<file path="src/verilog/ssf_map.vh">
`ifndef SSF_MAP_VH
`define SSF_MAP_VH
`define SSF_ADDR_STATUS 4'h0
`define SSF_ADDR_TICKCFG 4'h4
`define SSF_SUB_LSB 16
`define SSF_SUB_MSB 21
`define SSF_URX_BIT 22
`define SSF_UTX_BIT 23
`define SSF_CRX_BIT 24
`define SSF_CTX_BIT 25
`define SSF_SSI_BIT 26
`define SSF_BOOT_LSB 27
`define SSF_BOOT_MSB 28
`define SSF_VER_LSB 30
`define SSF_VER_MSB 31
`define SSF_TICK_HZ 64
`define SSF_CLK_HZ 100000000
`define SSF_TICK_CYC (`SSF_CLK_HZ / `SSF_TICK_HZ)
`define SSF_BOOT_32 2'h0
`define SSF_BOOT_8 2'h1
`define SSF_BOOT_16 2'h2
`define SSF_BOOT_RSVD 2'h3
`endif

</file>
<file path="src/verilog/ssf_tick_div.v">
`timescale 1ns/1ps
`include "ssf_map.vh"
module ssf_tick_div #(
  parameter TICK_CYC = `SSF_TICK_CYC
) (
  input wire clk_i,
  input wire rst_i,
  output reg tick_o
);
  reg [31:0] cnt_q;
  always @(posedge clk_i) begin
    if (rst_i) begin
      cnt_q <= 32'h0;
      tick_o <= 1'b0;
    end else if (cnt_q == TICK_CYC - 1) begin
      cnt_q <= 32'h0;
      tick_o <= 1'b1;
    end else begin
      cnt_q <= cnt_q + 32'h1;
      tick_o <= 1'b0;
    end
  end
endmodule // ssf_tick_div

</file>
<file path="src/verilog/ssf_subsec_chain.v">
`timescale 1ns/1ps
module ssf_subsec_chain #(
  parameter STAGES = 6
) (
  input wire clk_i,
  input wire rst_i,
  input wire tick_i,
  output reg [STAGES-1:0] count_o,
  output wire second_o
);
  // stage k toggles when all faster stages are high; stage 0 is fastest
  wire [STAGES:0] carry;
  assign carry[0] = tick_i;
  genvar k;
  generate
    for (k = 0; k < STAGES; k = k + 1) begin : g_stage
      assign carry[k+1] = carry[k] & count_o[k];
    end
  endgenerate
  // one process owns the whole count so each bit has a single driver
  always @(posedge clk_i) begin
    if (rst_i) begin
      count_o <= {STAGES{1'b0}};
    end else begin
      count_o <= count_o ^ carry[STAGES-1:0];
    end
  end
  assign second_o = carry[STAGES];
endmodule // ssf_subsec_chain

</file>
<file path="src/verilog/ssf_status.v">
// Overview of operation
// - bits 21:16 count 64 Hz ticks since the last rtc increment.
// - in that count the msb is the 32 Hz stage, the lsb the 1 Hz one.
// - bit 22 is set when uart1 has no received data, per its fifo mode.
// - bit 23 is set when uart1 cannot take tx data, per its fifo mode.
// - bit 24 is set while the codec receive fifo is empty.
// - bit 25 is set while the codec transmit fifo is full.
// - bit 26 is high while the serial interface shifts and low when idle.
// - boot-width bits keep port e lines 0 and 1 from power-on reset.
// - straps both low mean 32-bit boot, low strap alone 8-bit, high strap alone 16-bit.
// - bits 31:30 return a fixed two-bit silicon version.
// - the status word is read-only and writes change no field.
`timescale 1ns/1ps
`include "ssf_map.vh"
module ssf_status #(
  parameter TICK_CYC = `SSF_TICK_CYC,
  // arbitrary neutral version value
  parameter [1:0] VERSION = 2'h1
) (
  input wire clk_i,
  input wire rst_i,
  input wire [3:0] wb_adr_i,
  input wire [31:0] wb_dat_i,
  input wire [3:0] wb_sel_i,
  input wire wb_we_i,
  input wire wb_cyc_i,
  input wire wb_stb_i,
  output reg [31:0] wb_dat_o,
  output reg wb_ack_o,
  output wire wb_err_o,
  input wire uart_fifo_mode_enable_i,
  input wire uart1_rx_hold_empty_i,
  input wire uart1_rx_fifo_empty_i,
  input wire uart1_tx_hold_full_i,
  input wire uart1_tx_fifo_full_i,
  input wire codec_rx_fifo_empty_i,
  input wire codec_tx_fifo_full_i,
  input wire serial_shift_active_i,
  input wire boot_width_strap_low_i,
  input wire boot_width_strap_high_i,
  output reg [1:0] boot_width_code_o,
  output wire rtc_second_o
);
  wire tick_raw;
  wire tick_en;
  wire [5:0] sub_cnt;
  reg tick_gate_q;
  reg boot_low_q;
  reg boot_high_q;
  reg por_seen_q;
  reg [31:0] word;
  wire req;

  ssf_tick_div #(.TICK_CYC(TICK_CYC)) u_div (
    .clk_i(clk_i),
    .rst_i(rst_i),
    .tick_o(tick_raw)
  );

  // software may halt the divider chain through the extra control word
  assign tick_en = tick_raw & tick_gate_q;

  ssf_subsec_chain #(.STAGES(6)) u_chain (
    .clk_i(clk_i),
    .rst_i(rst_i),
    .tick_i(tick_en),
    .count_o(sub_cnt),
    .second_o(rtc_second_o)
  );

  // straps caught on the first edge after reset releases, kept until the next reset
  always @(posedge clk_i) begin
    if (rst_i) begin
      por_seen_q <= 1'b1;
    end else begin
      por_seen_q <= 1'b0;
    end
  end

  always @(posedge clk_i) begin
    if (por_seen_q) begin
      boot_low_q <= boot_width_strap_low_i;
      boot_high_q <= boot_width_strap_high_i;
    end
  end

  always @(posedge clk_i) begin
    if (rst_i) begin
      boot_width_code_o <= `SSF_BOOT_32;
    end else begin
      case ({boot_high_q, boot_low_q})
        2'h0: boot_width_code_o <= `SSF_BOOT_32;
        2'h1: boot_width_code_o <= `SSF_BOOT_8;
        2'h2: boot_width_code_o <= `SSF_BOOT_16;
        default: boot_width_code_o <= `SSF_BOOT_RSVD;
      endcase
    end
  end

  always @* begin
    word = 32'h0;
    // count bit 0 is the fastest stage, shown as the msb
    word[`SSF_SUB_MSB:`SSF_SUB_LSB] = {sub_cnt[0], sub_cnt[1], sub_cnt[2],
      sub_cnt[3], sub_cnt[4], sub_cnt[5]};
    word[`SSF_URX_BIT] = uart_fifo_mode_enable_i ? uart1_rx_fifo_empty_i :
      uart1_rx_hold_empty_i;
    word[`SSF_UTX_BIT] = uart_fifo_mode_enable_i ? uart1_tx_fifo_full_i :
      uart1_tx_hold_full_i;
    word[`SSF_CRX_BIT] = codec_rx_fifo_empty_i;
    word[`SSF_CTX_BIT] = codec_tx_fifo_full_i;
    word[`SSF_SSI_BIT] = serial_shift_active_i;
    word[`SSF_BOOT_LSB] = boot_low_q;
    word[`SSF_BOOT_MSB] = boot_high_q;
    word[`SSF_VER_MSB:`SSF_VER_LSB] = VERSION;
  end

  assign req = wb_cyc_i & wb_stb_i & ~wb_ack_o;
  assign wb_err_o = 1'b0;

  always @(posedge clk_i) begin
    if (rst_i) begin
      wb_ack_o <= 1'b0;
      wb_dat_o <= 32'h0;
      tick_gate_q <= 1'b1;
    end else begin
      wb_ack_o <= req;
      if (req & ~wb_we_i) begin
        case (wb_adr_i)
          `SSF_ADDR_STATUS: wb_dat_o <= word;
          `SSF_ADDR_TICKCFG: wb_dat_o <= {31'h0, tick_gate_q};
          default: wb_dat_o <= 32'h0;
        endcase
      end
      // status word ignores writes; only the tick gate is writable
      if (req & wb_we_i & wb_sel_i[0] &
          (wb_adr_i == `SSF_ADDR_TICKCFG)) begin
        tick_gate_q <= wb_dat_i[0];
      end
    end
  end
endmodule // ssf_status

</file>
<file path="config.mk">
export PLATFORM = sky130hd
export DESIGN_NAME = ssf_status
export DESIGN_NICKNAME = d
export VERILOG_FILES = /design/src/verilog/ssf_tick_div.v /design/src/verilog/ssf_subsec_chain.v /design/src/verilog/ssf_status.v
export VERILOG_INCLUDE_DIRS = /design/src /design/src/verilog
export SDC_FILE = /design/constraint.sdc
export NUM_CORES = 1
export LEC_CHECK = 0
export BUFFER_PORTS_ARGS = -buffer_cell sky130_fd_sc_hd__buf_2
export CORE_ASPECT_RATIO = 0.5
export CORE_MARGIN = 2
export CORE_UTILIZATION = 54
export CTS_CLUSTER_SIZE = 25
export DETAILED_ROUTE_END_ITERATION = 10
export GPL_TIMING_DRIVEN = 0
export PLACE_DENSITY_LB_ADDON = 0.25
export SLEW_MARGIN = 40
export SYNTH_ARGS = -nofsm -noshare
export SYNTH_HDL_FRONTEND = slang
export SYNTH_SLANG_ARGS = --single-unit
</file>
<file path="constraint.sdc">
create_clock -name clk_i -period 3.84 [get_ports clk_i]
set_clock_uncertainty 0.15 [all_clocks]
set_input_delay 0.576 -clock clk_i [delete_from_list [all_inputs] [get_ports clk_i]]
set_output_delay 0.576 -clock clk_i [all_outputs]
set_load 0.02 [all_outputs]
</file>
==> results.py, run 1 <==
metrics = {
    "outcome": {
        "status": "complete, no violations",
    },
    "die": {
        "io-pin-count": 92,
        "floorplan.initialDensity": 0.553,
        "fp.coreArea_sq_mm": 0.00486,
        "core.rowCount": 18,
        "die_area_sq_mm": 0.00560,
        "die_x_um": 104,
        "die_h_um": 53.9,
    },
    "clock_tree": {
        "cts_tree": "built",
        "h-tree-depth": 3,
        "cts.hold.buffers_added": 0,
        "cts.clk_slew.worst_paths_ns": 0.07,
        "cts-root-buf": "clkbuf_8",
        "tritoncts.num_buffers": 9,
        "post-cts-setup-buffers": 0,
        "cts_buffer_depth": 2,
        "clock_latency_ns": 0.34,
        "cts.repair.resized": 0,
        "clock-sinks": 61,
    },
    "placed_design": {
        "globalplace.congestion": 0.893,
        "place_worst_setup_slack_ns": 1.40,
        "placed_cells_incl_taps": 418,
        "port_buffers": 39,
        "dpl-instance-area_sq_mm": 0.00304,
        "detailedPlacementHpwl_um": 3970,
    },
    "yosys": {
        "post-synth-top-area-cell": "dfxtp_1",
        "synth_top_cell_area_share": 0.439,
        "syn_area_sq_mm": 0.00269,
        "ys_seq_area_frac": 0.461,
        "netlist-cell-type-count": 42,
        "warning_count_from_the_yosys_run": 0,
        "ys_seq_elements": 61,
        "netlist_top_cells_area": "dfxtp_1 (44%), nor2_1 (7.0%), buf_4 (5.6%), xor2_1 (4.2%), a22oi_1 (3.9%)",
        "syn_avg_cell_area_sq_um": 9.21,
        "synthesis.instances": 292,
    },
    "setup_path": {
        "max_stage_delay_ns": 0.32,
        "timing.critical_path.to_type": "output port",
        "crit_path_cell_trace": "and2_1 -> ha_1 -> ha_1 -> ha_1 -> ha_1 -> ha_1 -> ha_1 -> buf_2",
        "r2r-start": "u_div.cnt_q[0]",
        "critical_path.reg2reg.endpoint": "u_div.cnt_q[24]",
        "setup.worst_path.class": "reg2out",
        "r2r_cells": 6,
        "timing.critical_path.mode_cell": "ha_1",
        "crit_path_max_fanout": 3,
        "worst-endpoint-arrival_ns": 2.01,
        "rrSetupSlack_ns": 1.58,
        "critical_path_slowest_stage_cell": "dfxtp_1",
        "worst_endpoint_required_time_ns": 3.11,
        "critPathLaunchType": "flop",
    },
    "layout": {
        "filler_cell_count": 403,
        "finalNetCount": 421,
        "seq_area_sq_mm": 0.00124,
        "layout.cells.non_filler": 434,
        "final_layout_size_suffix_gt1_frac": 0.225,
        "multi_input_comb_area_sq_mm": 0.00130,
        "layout.core_utilization": 0.664,
        "fin_area_sq_mm": 0.00323,
        "syn2layout_area_growth_pct": 20.1,
        "n_antenna_cell": 0,
    },
    "global_routing": {
        "grt_pass1_wl_um": 8910,
        "number_of_antenna_violations_at_the_first_check_in_global_routing": 0,
        "gr-max-usage-layer": "met2",
        "grt_start_max_net_pins": 13,
        "global_route_total_overflow": 0,
        "use_met2": 0.372,
        "grtUsageTotal": 0.205,
        "global_route.usage.met3": 0.0799,
        "gr-usage-met1": 0.227,
        "first_global_vias": 2042,
    },
    "sta": {
        "rsz0062_at_grt": "false",
        "timing_hold_violations_final": 0,
        "fin_tns_setup_ns": 0,
        "fmax_mhz": 365,
        "final.min_clock_period_ns": 2.74,
        "max_slew_margin": 0.516,
        "fin_ws_ns": 1.10,
        "final.period_utilization": 0.713,
        "count_of_final_setup_violators": 0,
        "slew_viol_final": 0,
        "tightestPinTransition_ns": 0.719,
    },
    "pwr": {
        "power.density_cell_area_mw_per_mm2": 391,
        "irDropWorstVdd_v": 0.000194,
        "p_leak_uw": 0.00132,
    },
    "run": {
        "timing.max_cap.violations": 0,
    },
    "min_path": {
        "whs_path_depth": 1,
        "worst_hold_path_type": "in2reg",
        "timing.hold.worst.start": "rst_i",
        "hold-path-endpoint": "por_seen_q",
    },
    "drt": {
        "routed_via_density": 5.12,
        "dr.first_iter.drc_count": 152,
        "dr.pass1.iters": 5,
        "detailroute.via_count": 2222,
        "detail_route.drc_violations": 0,
        "drtAntennaViolNets": 0,
        "routed_wirelength_um": 5380,
        "route.detailed.wl_per_inst_um": 12.4,
    },
}
## per-stage QoR
| stage | hold WS [ns] | power (uW) |
|---|---|---|
| after floorplan | 0.280 | 714 |
| after global placement | 0.296 | 731 |
| after detailed placement | 0.305 | 733 |
| after CTS | 0.215 | 1270 |
| after global routing | 0.219 | 1300 |
| final | 0.230 | 1260 |
## per-layer routing
metal  share of wire  routed length (um)  vias to the layer above
li1                -                   -                     1126
met2            0.47                2550                       72
met5               0                   0                        -
met4           0.014                  74                        0
met1            0.44                2380                     1014
met3           0.068                 368                       10
## how the worst max path moves through the flow
stage,startpoint,to,slack (ns),cells past startpoint
after global routing,tick_gate_q,rtc_second_o,0.99,8
after floorplan,tick_gate_q,rtc_second_o,1.59,7
after CTS,tick_gate_q,rtc_second_o,1.08,8
after global placement,tick_gate_q,rtc_second_o,1.46,8
final,tick_gate_q,rtc_second_o,1.10,8
after detailed placement,wb_stb_i,wb_dat_o[21],1.40,8
## registers in the layout, summed over array words and instances, names as in the netlist
signal             flops
u_chain.count_o        6
u_div.tick_o           1
boot_low_q             1
wb_dat_o              15
u_div.cnt_q           32
wb_ack_o               1
por_seen_q             1
boot_high_q            1
boot_width_code_o      2
tick_gate_q            1
## power breakdown
group,internal [uW],total [uW],switching (uW)
clock network,275,545,270
logic,29.9,72.9,43.0
registers,642,647,4.55
## placed cells by master (no fill, tap or decap), types with 3 or more instances in the layout
cell type and count:
a22oi_1 14, nor3_1 10, a21oi_1 6, inv_1 7
xor2_1 13, and3_1 3, nand2_1 10, clkbuf_1 8
buf_2 39, buf_4 20, nor4_1 4, ha_1 7
dfxtp_1 59, nand3_1 10, o32ai_1 4, conb_1 18
or3_1 4, nor2_1 50, nor2b_1 10, nand4_1 14
clkinv_4 3, xnor2_1 10, clkbuf_8 9
## synth_stat cells
cell type,instances
nand3_1,10
nand4_2,1
a31oi_1,2
nand4_1,14
or4_4,1
nor4b_1,2
xor2_1,13
nand2b_1,2
a21o_1,1
nand2_1,10
nand3_4,1
nand3b_1,1
o31ai_1,1
mux2i_1,1
nor2_1,50
nor4_4,1
o21a_1,1
nor3_1,10
nor3b_1,1
a311oi_1,1
or2_1,1
and4_1,1
clkbuf_1,8
conb_1,1
dfxtp_1,59
or4_1,1
a21oi_1,6
a22oi_1,14
and3_1,3
ha_1,7
mux2_2,2
nor3b_2,1
xnor2_1,10
inv_1,7
or3_1,4
nor4_1,4
buf_1,1
buf_4,20
o32ai_1,4
edfxtp_1,2
and2_1,2
nor2b_1,10
## critical path: cells and delay by family, from the launching register on
kind / cells / cell delay [ns]
AND/OR/NAND/NOR: 1 / 0.14
flip-flops: 1 / 0.32
buffers and inverters: 1 / 0.16
adder cells (fa/ha/maj): 6 / 1.05
## cell type report
type | instances | area share
Buffer | 29 | 0.0569
Clock buffer | 10 | 0.0461
Sequential cell | 61 | 0.384
Timing Repair Buffer | 39 | 0.0604
Tap cell | 70 | 0.0271
Inverter | 7 | 0.00813
Multi-Input combinational cell | 212 | 0.403
Clock inverter | 6 | 0.0143
## cells by family after synthesis
logic type      count (synthesis)  synth area share
compound gates                 30            0.0795
xor+xnor                       23            0.0749
other cells                     1           0.00139
buf+inv                        36            0.0781
simple gates                  131             0.260
fa+ha+maj                       7            0.0326
mux                             3            0.0121
flops                          61             0.461
Note: power is estimated with default switching activity, not from simulation.
==> run 2, diff against run 1 <==
CORE_UTILIZATION = 45   (was 54)
clock period = 2.4 ns   (was 3.84 ns; I/O delays follow)
==> run 2 against run 1 <==
Against the previous run: non-clock buffer count increased by 1; sequential power increased by 61%; utilization decreased by 6.4 points; largest cell class unchanged; global-route usage decreased by 2.2 points; total power increased by 83%; first-iteration DRC count decreased by 14%; hold slack got worse by 0.19 ns; final area increased by 4.7%; count of clock-buffer cells in the layout unchanged; clock power increased by 110%; via count increased by 0.95%; combinational power increased by 60%.
==> results.py, run 2 (synthesized netlist as in run 1, its figures left out) <==
metrics = {
    "outcome": {
        "status": "complete, no violations",
    },
    "layout": {
        "largestRegisters": "u_div.cnt_q (32), wb_dat_o (15), u_chain.count_o (6)",
        "fin_area_sq_mm": 0.00338,
        "final_cell_mix": "dfxtp_1 (58), nor2_1 (50), buf_2 (38)",
        "layout.cells.most_common": "dfxtp_1",
        "syn2layout_area_growth_pct": 25.8,
        "layout.core_utilization": 0.600,
        "final_layout_size_suffix_gt1_frac": 0.252,
        "top_register": "u_div.cnt_q",
        "largest_register_ffs": 32,
        "layout.cells.non_filler": 438,
        "n_antenna_cell": 0,
        "finalNetCount": 422,
    },
    "pwr": {
        "p_leak_uw": 0.00135,
        "irDropWorstVdd_v": 0.000370,
        "combPwrFrac": 0.051,
        "netSwitchingPower_uw": 518,
        "power.density_cell_area_mw_per_mm2": 685,
        "total_internal_power_uw": 1800,
        "pwr-share-seq": 0.448,
        "sw_frac": 0.224,
        "design_power_total_uw": 2320,
        "clock_power_share": 0.502,
    },
    "drt": {
        "dr.pass1.iters": 4,
        "route.detailed.wl_per_inst_um": 12.9,
        "drtAntennaViolNets": 0,
        "routed_via_density": 5.12,
        "dr.first_iter.drc_count": 131,
        "detailroute.via_count": 2243,
        "detail_route.drc_violations": 0,
        "routed_wirelength_um": 5650,
    },
    "setup_path": {
        "crit_path_max_fanout": 2,
        "worst-endpoint-arrival_ns": 1.84,
        "crit_path_cell_trace": "and2_4 -> ha_4 -> ha_4 -> ha_4 -> ha_2 -> ha_2 -> ha_2 -> buf_6",
        "setup.worst_path.class": "reg2out",
        "max_stage_delay_ns": 0.32,
        "timing.critical_path.to_type": "output port",
        "critPathLaunchType": "flop",
        "rrSetupSlack_ns": 0.06,
        "critical_path_slowest_stage_cell": "dfxtp_2",
        "worst_endpoint_required_time_ns": 1.89,
    },
    "clock_tree": {
        "h-tree-depth": 3,
        "clock-sinks": 61,
        "cts.hold.buffers_added": 0,
        "clock_latency_ns": 0.32,
        "tritoncts.num_buffers": 9,
        "cts_tree": "built",
        "cts_buffer_depth": 2,
        "cts.clk_slew.worst_paths_ns": 0.05,
        "cts-root-buf": "clkbuf_16",
    },
    "die": {
        "die_x_um": 113,
        "core.rowCount": 19,
        "fp.coreArea_sq_mm": 0.00563,
        "floorplan.initialDensity": 0.477,
        "die_h_um": 58.7,
        "die_area_sq_mm": 0.00665,
        "io-pin-count": 92,
    },
    "run": {
        "timing.max_cap.violations": 0,
    },
    "global_routing": {
        "global_route_total_overflow": 0,
        "grt_start_max_net_pins": 12,
        "first_global_vias": 2130,
        "grt_pass1_wl_um": 9470,
        "grtUsageTotal": 0.183,
        "number_of_antenna_violations_at_the_first_check_in_global_routing": 0,
    },
    "sta": {
        "rsz0062_at_grt": "false",
        "tightestPinTransition_ns": 0.810,
        "max_slew_margin": 0.455,
        "count_of_final_setup_violators": 0,
        "final.min_clock_period_ns": 2.35,
        "slew_viol_final": 0,
        "fin_tns_setup_ns": 0,
        "fmax_mhz": 426,
        "final.period_utilization": 0.978,
        "timing_hold_violations_final": 0,
    },
    "placed_design": {
        "placed_cells_incl_taps": 421,
        "globalplace.congestion": 0.871,
        "detailedPlacementHpwl_um": 4000,
        "dpl-instance-area_sq_mm": 0.00304,
        "port_buffers": 39,
    },
    "min_path": {
        "worst_hold_path_type": "in2reg",
    },
}
run 2: cell count changes in the layout (fill, tap and decap cells not counted), moves of 3 or more:
cell       previous run  this run
clkbuf_16             1         9
clkbuf_8              9         1
ha_1                  7         0
ha_2                  0         4
ha_4                  0         3
run 2: power groups by stage:
stage	Clock [uW]	Sequential (uW)	Combinational, uW
final	1160	1040	117
after CTS	1180	1040	117
after floorplan	0	1060	81.3
after global routing	1230	1040	128
after global placement	0	1060	114
after detailed placement	0	1060	116
run 2: path summary, 6_finish.rpt:
check                  start              end  cells after the start
max              tick_gate_q     rtc_second_o                      8
min                    rst_i       por_seen_q                      1
max reg2reg  u_div.cnt_q[23]  u_div.cnt_q[21]                      6
min reg2reg       por_seen_q      boot_high_q                      0
run 2: final cells by class:
| class | count | area [sq um] |
|---|---|---|
| clock buffer | 10 | 239 |
| timing repair buffer | 40 | 209 |
| tap | 73 | 91.3 |
| inverter | 7 | 26.3 |
| fill | 481 | 2250 |
| sequential | 61 | 1240 |
| clock inverter | 6 | 38.8 |
| buffer | 29 | 184 |
| multi-input combinational | 212 | 1350 |
run 2: per-stage QoR:
stage	hold WS [ns]	worst slack, ns
after CTS	0.0302	0.00590
after global routing	0.0378	0.00228
final	0.0350	0.0530
after global placement	0.295	0.160
after floorplan	0.238	0.283
after detailed placement	0.308	0.121
run 2: what timing repair did:
action,4_1_cts,5_1_grt
resized for setup,9,5
endpoints found under the setup margin,1,2
buffers inserted,1,0
run 2: critical path, delay by kind of cell, from the launching register on:
family                   cells  cell delay [ns]
adder cells (fa/ha/maj)      6             0.94
buffers and inverters        1             0.12
AND/OR/NAND/NOR              1             0.13
flip-flops                   1             0.32
run 2: metal layers:
layer / track usage / up-vias / wire [um]
li1: - / 1125 / -
met3: 0.0556 / 11 / 351
met4: 0.0923 / 0 / 92
met2: 0.322 / 74 / 2690
met1: 0.207 / 1033 / 2510
met5: 0 / - / 0
